$ cat config.mk
export PLATFORM = sky130hd
export DESIGN_NAME = spdc_dev_ctrl_stat
export DESIGN_NICKNAME = d
export VERILOG_FILES = /design/src/hw/spdc_dev_ctrl_stat.v /design/src/hw/spdc_sticky_bits.v
export VERILOG_INCLUDE_DIRS = /design/src /design/src/hw
export SDC_FILE = /design/constraint.sdc
export NUM_CORES = 1
export LEC_CHECK = 0
export BUFFER_PORTS_ARGS = -buffer_cell sky130_fd_sc_hd__buf_2
export CAP_MARGIN = 10
export CORE_AREA = 2 2 66 68
export DETAILED_ROUTE_END_ITERATION = 16
export DIE_AREA = 0 0 68 70
export PLACE_DENSITY_LB_ADDON = 0.2
export SKIP_CTS_REPAIR_TIMING = 1
export SYNTH_ARGS = -nofsm -noshare
export SYNTH_HDL_FRONTEND = slang
export SYNTH_HIERARCHICAL = 1
export SYNTH_SLANG_ARGS = --single-unit
$ cat constraint.sdc
create_clock -name MCLK_IN -period 2.1 [get_ports MCLK_IN]
set_clock_uncertainty 0.1 [all_clocks]
set_input_delay 0.63 -clock MCLK_IN [delete_from_list [all_inputs] [get_ports MCLK_IN]]
set_output_delay 0.63 -clock MCLK_IN [all_outputs]
set_load 0.05 [all_outputs]
$ cat src/hw/spdc_map.vh
// Offsets, field positions, reset values and codes of the port device control/status pair
`ifndef SPDC_MAP_VH
`define SPDC_MAP_VH

// ----------------------------------------------------------------
// Register offsets
// ----------------------------------------------------------------
`define SPDC_OFS_DEV_CTRL_STAT  8'h70

// ----------------------------------------------------------------
// Control half, bits 15:0
// ----------------------------------------------------------------
`define SPDC_CTL_COR_EN         0
`define SPDC_CTL_NF_EN          1
`define SPDC_CTL_FAT_EN         2
`define SPDC_CTL_UR_EN          3
`define SPDC_CTL_RELAX          4
`define SPDC_CTL_MPS_LO         5
`define SPDC_CTL_MPS_HI         7
`define SPDC_CTL_XTAG           8
`define SPDC_CTL_PHANTOM        9
`define SPDC_CTL_AUXPM          10
`define SPDC_CTL_NOSNOOP        11
`define SPDC_CTL_MRRS_LO        12
`define SPDC_CTL_MRRS_HI        14

// ----------------------------------------------------------------
// Status half, bits 31:16
// ----------------------------------------------------------------
`define SPDC_STA_ERR_LO         16
`define SPDC_STA_ERR_HI         19
`define SPDC_STA_AUXPWR         20
`define SPDC_STA_TPEND          21

// ----------------------------------------------------------------
// Reset values and payload codes
// ----------------------------------------------------------------
`define SPDC_RST_ERR_EN         4'h0
`define SPDC_RST_MPS            3'h0
`define SPDC_RST_ERR_STAT       4'h0
`define SPDC_MPS_SUPPORTED      3'h1

`endif

$ cat src/hw/spdc_dev_ctrl_stat.v
// Port device control and device status register pair of a switch port
`timescale 1ns/100ps
`default_nettype none
`include "spdc_map.vh"


module spdc_dev_ctrl_stat (
	input  wire        MCLK_IN,
	input  wire        RESET_N_IN,
	// Configuration access, one dword at the pair's offset
	input  wire [7:0]  CFG_ADDR_IN,
	input  wire        CFG_WR_IN,
	input  wire        CFG_RD_IN,
	input  wire [3:0]  CFG_BE_IN,
	input  wire [31:0] CFG_WDATA_IN,
	output reg  [31:0] CFG_RDATA_OUT,
	// Preload path from serial EEPROM or two-wire management bus
	input  wire        PRELOAD_WR_IN,
	input  wire [31:0] PRELOAD_DATA_IN,
	// Error events, one-cycle pulses, and the live aux power detect level
	input  wire        ERR_COR_IN,
	input  wire        ERR_NONFATAL_IN,
	input  wire        ERR_FATAL_IN,
	input  wire        ERR_UNSUP_IN,
	input  wire        AUX_PWR_DET_IN,
	// Error message requests upstream, one-cycle pulses, and the max payload size code
	output reg         MSG_COR_OUT,
	output reg         MSG_NONFATAL_OUT,
	output reg         MSG_FATAL_OUT,
	output reg         MSG_UNSUP_OUT,
	output reg  [2:0]  MAX_PAYLOAD_OUT
);

	// ----------------------------------------------------------------
	// Decode and state
	// ----------------------------------------------------------------
	reg  [3:0] err_en_r;
	reg  [3:0] err_en_nxt;
	reg  [2:0] mps_r;
	reg  [2:0] mps_nxt;
	wire [3:0] err_stat;
	wire [3:0] err_evt;
	wire [3:0] w1c;
	wire [3:0] pl_load;
	wire       hit;
	wire       cfg_wr;
	wire       rd_hit;
	wire       ctl_lane;
	wire       sta_lane;
	reg  [3:0] msg_nxt;
	reg [31:0] rd_word;

	// Larger codes are reserved or unsupported, so clamp rather than refuse
	function [2:0] spdc_clamp_mps;
		input [2:0] code;
		begin
			if (code > `SPDC_MPS_SUPPORTED) begin
				spdc_clamp_mps = `SPDC_MPS_SUPPORTED;
			end else begin
				spdc_clamp_mps = code;
			end
		end
	endfunction

	// Byte-lane gate shared by the control and status halves
	function spdc_lane;
		input       wr;
		input [3:0] be;
		input [1:0] lane;
		begin
			spdc_lane = wr & be[lane];
		end
	endfunction

	// ----------------------------------------------------------------
	// Address and byte-lane decode
	// ----------------------------------------------------------------
	assign hit      = (CFG_ADDR_IN == `SPDC_OFS_DEV_CTRL_STAT);
	assign cfg_wr   = CFG_WR_IN & hit;
	assign rd_hit   = CFG_RD_IN & hit;
	assign ctl_lane = spdc_lane(cfg_wr, CFG_BE_IN, 2'h0);
	// A preload rewrites status except for bits set by a same-cycle error event, so a same-cycle clear must not touch it
	assign sta_lane = spdc_lane(cfg_wr, CFG_BE_IN, 2'h2) & ~PRELOAD_WR_IN;
	// Event order matches the enable and status bit order
	assign err_evt  = {ERR_UNSUP_IN, ERR_FATAL_IN, ERR_NONFATAL_IN, ERR_COR_IN};
	assign w1c      = sta_lane ?
		CFG_WDATA_IN[`SPDC_STA_ERR_HI:`SPDC_STA_ERR_LO] : 4'h0;
	assign pl_load  = PRELOAD_WR_IN ? 4'hf : 4'h0;

	// ----------------------------------------------------------------
	// Control half
	// ----------------------------------------------------------------
	// Preload wins over a same-cycle configuration write; it only runs at boot
	always @* begin
		err_en_nxt = err_en_r;
		if (PRELOAD_WR_IN) begin
			err_en_nxt = PRELOAD_DATA_IN[`SPDC_CTL_UR_EN:`SPDC_CTL_COR_EN];
		end else if (ctl_lane) begin
			err_en_nxt = CFG_WDATA_IN[`SPDC_CTL_UR_EN:`SPDC_CTL_COR_EN];
		end
	end

	// Both write sources pass the clamp, so no path can store an unsupported code
	always @* begin
		mps_nxt = mps_r;
		if (PRELOAD_WR_IN) begin
			mps_nxt = spdc_clamp_mps(PRELOAD_DATA_IN[`SPDC_CTL_MPS_HI:`SPDC_CTL_MPS_LO]);
		end else if (ctl_lane) begin
			mps_nxt = spdc_clamp_mps(CFG_WDATA_IN[`SPDC_CTL_MPS_HI:`SPDC_CTL_MPS_LO]);
		end
	end

	// Reporting starts disabled and the payload at the smallest size
	always @(posedge MCLK_IN) begin
		if (!RESET_N_IN) begin
			err_en_r <= `SPDC_RST_ERR_EN;
		end else begin
			err_en_r <= err_en_nxt;
		end
	end

	always @(posedge MCLK_IN) begin
		if (!RESET_N_IN) begin
			mps_r <= `SPDC_RST_MPS;
		end else begin
			mps_r <= mps_nxt;
		end
	end

	// ----------------------------------------------------------------
	// Status half
	// ----------------------------------------------------------------
	spdc_sticky_bits u_sticky (
		.clk_in      (MCLK_IN),
		.reset_n_in  (RESET_N_IN),
		.set_in      (err_evt),
		.clr_in      (w1c),
		.load_en_in  (pl_load),
		.load_val_in (PRELOAD_DATA_IN[`SPDC_STA_ERR_HI:`SPDC_STA_ERR_LO]),
		.flags_out   (err_stat)
	);

	// ----------------------------------------------------------------
	// Read word assembly
	// ----------------------------------------------------------------
	// Each field is placed by name, so a hardwired bit cannot pick up stored state
	always @* begin
		// Bits 15 and 31:22 are reserved and keep this default zero
		rd_word = 32'h0000_0000;
		rd_word[`SPDC_CTL_UR_EN:`SPDC_CTL_COR_EN] = err_en_r;
		rd_word[`SPDC_CTL_RELAX] = 1'b0;
		rd_word[`SPDC_CTL_MPS_HI:`SPDC_CTL_MPS_LO] = mps_r;
		rd_word[`SPDC_CTL_XTAG] = 1'b0;
		rd_word[`SPDC_CTL_PHANTOM] = 1'b0;
		rd_word[`SPDC_CTL_AUXPM] = 1'b0;
		rd_word[`SPDC_CTL_NOSNOOP] = 1'b0;
		rd_word[`SPDC_CTL_MRRS_HI:`SPDC_CTL_MRRS_LO] = 3'h0;
		rd_word[`SPDC_STA_ERR_HI:`SPDC_STA_ERR_LO] = err_stat;
		rd_word[`SPDC_STA_AUXPWR] = AUX_PWR_DET_IN;
		rd_word[`SPDC_STA_TPEND] = 1'b0;
	end

	// Reporting is gated by the enables; logging in status is not
	always @* begin
		msg_nxt = err_evt & err_en_r;
	end

	// ----------------------------------------------------------------
	// Read data register
	// ----------------------------------------------------------------
	// Read data returns to zero outside a read so a stale word is never seen
	always @(posedge MCLK_IN) begin
		if (!RESET_N_IN) begin
			CFG_RDATA_OUT <= 32'h0000_0000;
		end else if (rd_hit) begin
			CFG_RDATA_OUT <= rd_word;
		end else begin
			CFG_RDATA_OUT <= 32'h0000_0000;
		end
	end

	// ----------------------------------------------------------------
	// Message requests and payload output
	// ----------------------------------------------------------------
	always @(posedge MCLK_IN) begin
		if (!RESET_N_IN) begin
			MSG_COR_OUT      <= 1'b0;
			MSG_NONFATAL_OUT <= 1'b0;
			MSG_FATAL_OUT    <= 1'b0;
			MSG_UNSUP_OUT    <= 1'b0;
		end else begin
			MSG_COR_OUT      <= msg_nxt[0];
			MSG_NONFATAL_OUT <= msg_nxt[1];
			MSG_FATAL_OUT    <= msg_nxt[2];
			MSG_UNSUP_OUT    <= msg_nxt[3];
		end
	end

	// A one-cycle lag behind the field is harmless: the size only changes at setup
	always @(posedge MCLK_IN) begin
		if (!RESET_N_IN) begin
			MAX_PAYLOAD_OUT <= `SPDC_RST_MPS;
		end else begin
			MAX_PAYLOAD_OUT <= mps_r;
		end
	end

endmodule // spdc_dev_ctrl_stat

`default_nettype wire

$ cat src/hw/spdc_sticky_bits.v
// Four sticky error flags: set by hardware, cleared by writing one
`timescale 1ns/100ps
`default_nettype none
`include "spdc_map.vh"

module spdc_sticky_bits (
	input  wire       clk_in,
	input  wire       reset_n_in,
	input  wire [3:0] set_in,
	input  wire [3:0] clr_in,
	input  wire [3:0] load_en_in,
	input  wire [3:0] load_val_in,
	output reg  [3:0] flags_out
);

	reg [3:0] flags_nxt;

	// Set wins over a clear in the same cycle so no event is lost
	always @* begin
		flags_nxt = flags_out;
		flags_nxt = (flags_nxt & ~load_en_in) | (load_val_in & load_en_in);
		flags_nxt = flags_nxt & ~clr_in;
		flags_nxt = flags_nxt | set_in;
	end

	always @(posedge clk_in) begin
		if (!reset_n_in) begin
			flags_out <= `SPDC_RST_ERR_STAT;
		end else begin
			flags_out <= flags_nxt;
		end
	end

endmodule // spdc_sticky_bits

`default_nettype wire

### Yosys cells after proc, flatten, opt, wreduce, memory -nomap -nowiden

Index checks and enable logic that the tools add are counted.

| cells by class | value |
|---|---|
| magnitude comparators | 2 |
| equality and inequality tests | 1 |
| multiplexer cells | 8 |
| bitwise logic cells | 14 |
| reductions and logical operators | 2 |

Operators by type and width:

| kind | number |
|---|---|
| $and 4x4->4 | 4 |
| $mux 4 | 4 |
| $mux 3 | 4 |
| $eq 8x7->1 const B | 1 |
| $not 4->4 | 2 |
| $or 4x4->4 | 2 |
| $gt 3x1->1 const B | 2 |
| $and 1x1->1 | 5 |
| $reduce_and 2->1 | 1 |
| $reduce_bool 2->1 | 1 |
| $not 1->1 | 1 |

| word-level totals | value |
|---|---|
| flip-flop bits (word level) | 50 |
| word-level logic and storage cells | 37 |

### Longest topological paths before layout

| depth | value |
|---|---|
| depth after elaboration | 8 |
| depth in mapped cells | 5 |
| mapped depth without buffers | 5 |

### Cells and area by module

The synthesis kept the hierarchy.

By module, submodules not included:

| module | times used | cells an instance | area an instance (µm²) | sequential area each (µm²) |
|---|---|---|---|---|
| spdc_dev_ctrl_stat | 1 | 105 | 1057.3 | 520.5 |
| spdc_sticky_bits | 1 | 20 | 180.2 | 80.1 |

### Worst setup path before layout

Ideal clock, no wire load.

| path | value |
|---|---|
| path kind | input-to-reg |
| start | in CFG_ADDR_IN[1] |
| end | reg mps_r[0] |
| arrival | 1.861 ns |
| required time | 1.879 ns |
| path slack | 0.018 ns |
| stages | 4 |
| buffers on the path | 1 |
| cells stage by stage | or4_4 o31a_1 buf_6 mux2_4 |

| between the ends | value |
|---|---|
| longest elaborated chain between the ends | 4 |

RTL lines:

| item | RTL line | source |
|---|---|---|
| start, declared | spdc_dev_ctrl_stat.v:11 | `input wire [7:0] CFG_ADDR_IN,` |
| $eq 8x7->1 (no source line) | -- |  |
| $and 1x1->1 | spdc_dev_ctrl_stat.v:79 | `assign cfg_wr = CFG_WR_IN & hit;` |
| $and 1x1->1 | spdc_dev_ctrl_stat.v:71 | `spdc_lane = wr & be[lane];` |
| $reduce_bool 2->1 (no source line) | -- |  |
| end signal, assigned | spdc_dev_ctrl_stat.v:124 | `` mps_r <= `SPDC_RST_MPS; `` |
| end signal, assigned | spdc_dev_ctrl_stat.v:126 | `mps_r <= mps_nxt;` |
| end, declared | spdc_dev_ctrl_stat.v:39 | `reg [2:0] mps_r;` |

Every way passes these cells.
A chain may end at the register's enable or synchronous reset.

### Final worst setup path

| path | value |
|---|---|
| start | in CFG_ADDR_IN[1] |
| end | reg u_sticky.flags_out[2] |

| between the ends | value |
|---|---|
| longest elaborated chain between the ends | 8 |

RTL lines:

| item | RTL line | source |
|---|---|---|
| $eq 8x7->1 (no source line) | -- |  |
| $and 1x1->1 | spdc_dev_ctrl_stat.v:79 |  |
| $and 1x1->1 | spdc_dev_ctrl_stat.v:71 |  |
| $and 1x1->1 | spdc_dev_ctrl_stat.v:83 | `assign sta_lane = spdc_lane(cfg_wr, CFG_BE_IN, 2'h2) & ~PRELOAD_WR_IN;` |
| $mux 4 | spdc_dev_ctrl_stat.v:86 | `assign w1c = sta_lane ?` |
| via w1c[2] | spdc_dev_ctrl_stat.v:43 | `wire [3:0] w1c;` |
| $not 4->4 | spdc_sticky_bits.v:22 | `flags_nxt = flags_nxt & ~clr_in;` |
| $and 4x4->4 | spdc_sticky_bits.v:22 |  |
| $or 4x4->4 | spdc_sticky_bits.v:23 | `flags_nxt = flags_nxt \| set_in;` |
| end signal, assigned | spdc_sticky_bits.v:28 | `` flags_out <= `SPDC_RST_ERR_STAT; `` |
| end signal, assigned | spdc_sticky_bits.v:30 | `flags_out <= flags_nxt;` |
| end, declared | spdc_sticky_bits.v:13 | `output reg [3:0] flags_out` |

The timed path passes the listed nets, and every way through them passes these cells.

==> out/metrics.csv <==
metric;value;unit
status;completed;
cp_top_family;simple AND/OR/NAND/NOR gates;
report.final.slew_viol_count;0;
ys_types;24;
die_w;68;µm
cts_num_sinks;30;
grt_pass1_wl;4.07;mm
drc;0;
crit_path_max_fanout;4;
vdd_drop_max;0.297;mV
avgSynthCellArea;9.90;µm²
power;1240;µW
end_kind;flop;
worstSkewPairLatency;0.27;ns
multi_input_area;532;µm²
crit_arrival;1.95;ns
drt-initial-drc-count;16;
required;2.16;ns
grt_max_degree;16;
min_period;1.89;ns
die_y;70;µm
power_density;762;mW/mm²
grtUsageTotal;11.4;%
root_buffer;clkbuf_8;
antenna_found_initial;0;
critPathBufInv;2;
cap_violations;0;
place_ws;-0.0975;ns
ios;125;
antenna_left;0;
n_fill_cell;443;
dpl.hpwl;2.09;mm
num_antenna_cells;0;
fin_nets;278;
seq_area;601;µm²
area_growth_syn_to_layout;31.7;%
num_rows;24;
portBuffers;60;
setup-violations-final;0;
layout_commonest_cell;buf_2;
dr_total_vias;1007;
hold_viol;0;
gp_congestion;0.626;
core-area;0.00414;mm²
via_per_inst;4.11;
worst_slack;0.215;ns
grt_pass1_vias;911;
setup-tns-final;0;ns
fin_crit_sh;89.8;%
crit_chain;buf_2, or4_4, nor4_1, buf_4, and2_1, nand2b_1, o21ai_1;
numCtsBuffers;5;
r2r-start;mps_r[0]$_SDFFE_PN0P_;
holdCritPathClass;flop to flop;
first_pass_iters;4;
yosysWarnings;6;
htreeDepth;2;
crit_start;CFG_ADDR_IN[1];
wl;2.59;mm
cp_slowest_cell;or4_4;
cts.path.max_buffers;2;
clk_pin_slew_worst_paths;0.06;ns
cts_tree;done;
start_util;29.9;%
p_leak;0.000860;µW
ys_ff_latch;30;
dp_cells;237;
finalNonFillerCells;245;
grt_setup_unrepaired;no;
path_class;input port to flop;
hold_start;mps_r[0]$_SDFFE_PN0P_;
ys_seq_area_share;48.5;%
grt-ovfl-total;0;
max_freq;530;MHz
crit_path_max_incr_delay;0.54;ns
netlist_instances;125;
fin_util;39.3;%
routedWlPerCell;10.6;µm
startpoint_type;input port;
layout_common_cells;buf_2, dfxtp_1, conb_1, and2_1, nand2_1;
drive_above_1_share;41.5;%
netlist_area;0.00124;mm²
dieArea;0.00476;mm²
[report_power, final]
| part | internal, µW | switching (µW) | total (µW) |
|---|---|---|---|
| clock | 264 | 194 | 458 |
| sequential | 588 | 7.55 | 596 |
| combinational | 57.2 | 132 | 189 |
| total | 909 | 334 | 1240 |
[metal layers]
metal	track usage (%)	up-vias	share of wire, %
met5	0	-	0
met1	13.3	443	40
li1	-	503	-
met2	18.6	57	47
met4	4.00	0	1.7
met3	4.67	4	11
[state kept, by name, indices dropped and copies added (netlist names), 3 cells and up]
register	cells
CFG_RDATA_OUT	12
err_en_r	4
u_sticky/flags_out	4
MAX_PAYLOAD_OUT	3
mps_r	3
[cells in the mapped netlist]
library cell  count  share of area (%)
dfxtp_1          30                 49
buf_4            20                 12
and2_1           19                9.6
nand2_1          11                3.3
mux2i_1           8                6.5
and3_1            4                2.0
nand2b_1          4                2.0
o211ai_1          4                2.4
o21ai_1           4                1.6
or2_2             4                2.0
clkbuf_1          3               0.91
and2_2            2                1.2
buf_6             1               0.91
conb_1            1               0.30
inv_1             1               0.30
mux2_4            1                1.2
nand4b_1          1               0.71
nor2_1            1               0.30
nor3_1            1               0.40
nor4_1            1               0.51
nor4b_1           1               0.71
o31a_1            1               0.71
o41ai_1           1               0.71
or4_4             1               0.91
[cell families after synthesis]
logic type / Yosys count / synth area share, %
AND/OR/NAND/NOR: 50 / 23.8
flip-flops: 30 / 48.5
buffers and inverters: 25 / 14.3
AO/OA/AOI/OAI: 10 / 5.46
multiplexers: 9 / 7.68
other: 1 / 0.303
[worst reg2reg max path, stage by stage, from the launching register on]
cell and delay (ns):
dfxtp_1 0.30, and2_1 0.14, mux2_4 0.25
[final cells by class]
cell class,instances,share of cell area [%]
Sequential cell,30,36.8
Clock buffer,7,5.30
Multi-Input combinational cell,89,32.6
Tap cell,52,3.99
Clock inverter,1,0.307
Inverter,1,0.230
Timing Repair Buffer,65,20.7
[worst paths after layout]
path | depth (start not counted) | slack, ns | to
max | 7 | 0.21 | u_sticky/flags_out[2]$_SDFF_PN0_
min reg2reg | 1 | 0.34 | CFG_RDATA_OUT[5]$_SDFF_PN0_
min | 1 | 0.34 | CFG_RDATA_OUT[5]$_SDFF_PN0_
max reg2reg | 2 | 1.20 | mps_r[0]$_SDFFE_PN0P_
[stage by stage]
stage | cell area, µm² | hold slack [ns]
finish | 1630 | 0.345
global route | 1630 | 0.356
floorplan | 1310 | 0.321
detailed placement | 1540 | 0.332
global placement | 1540 | 0.331
CTS | 1630 | 0.349
(Power assumes the default switching activity.)
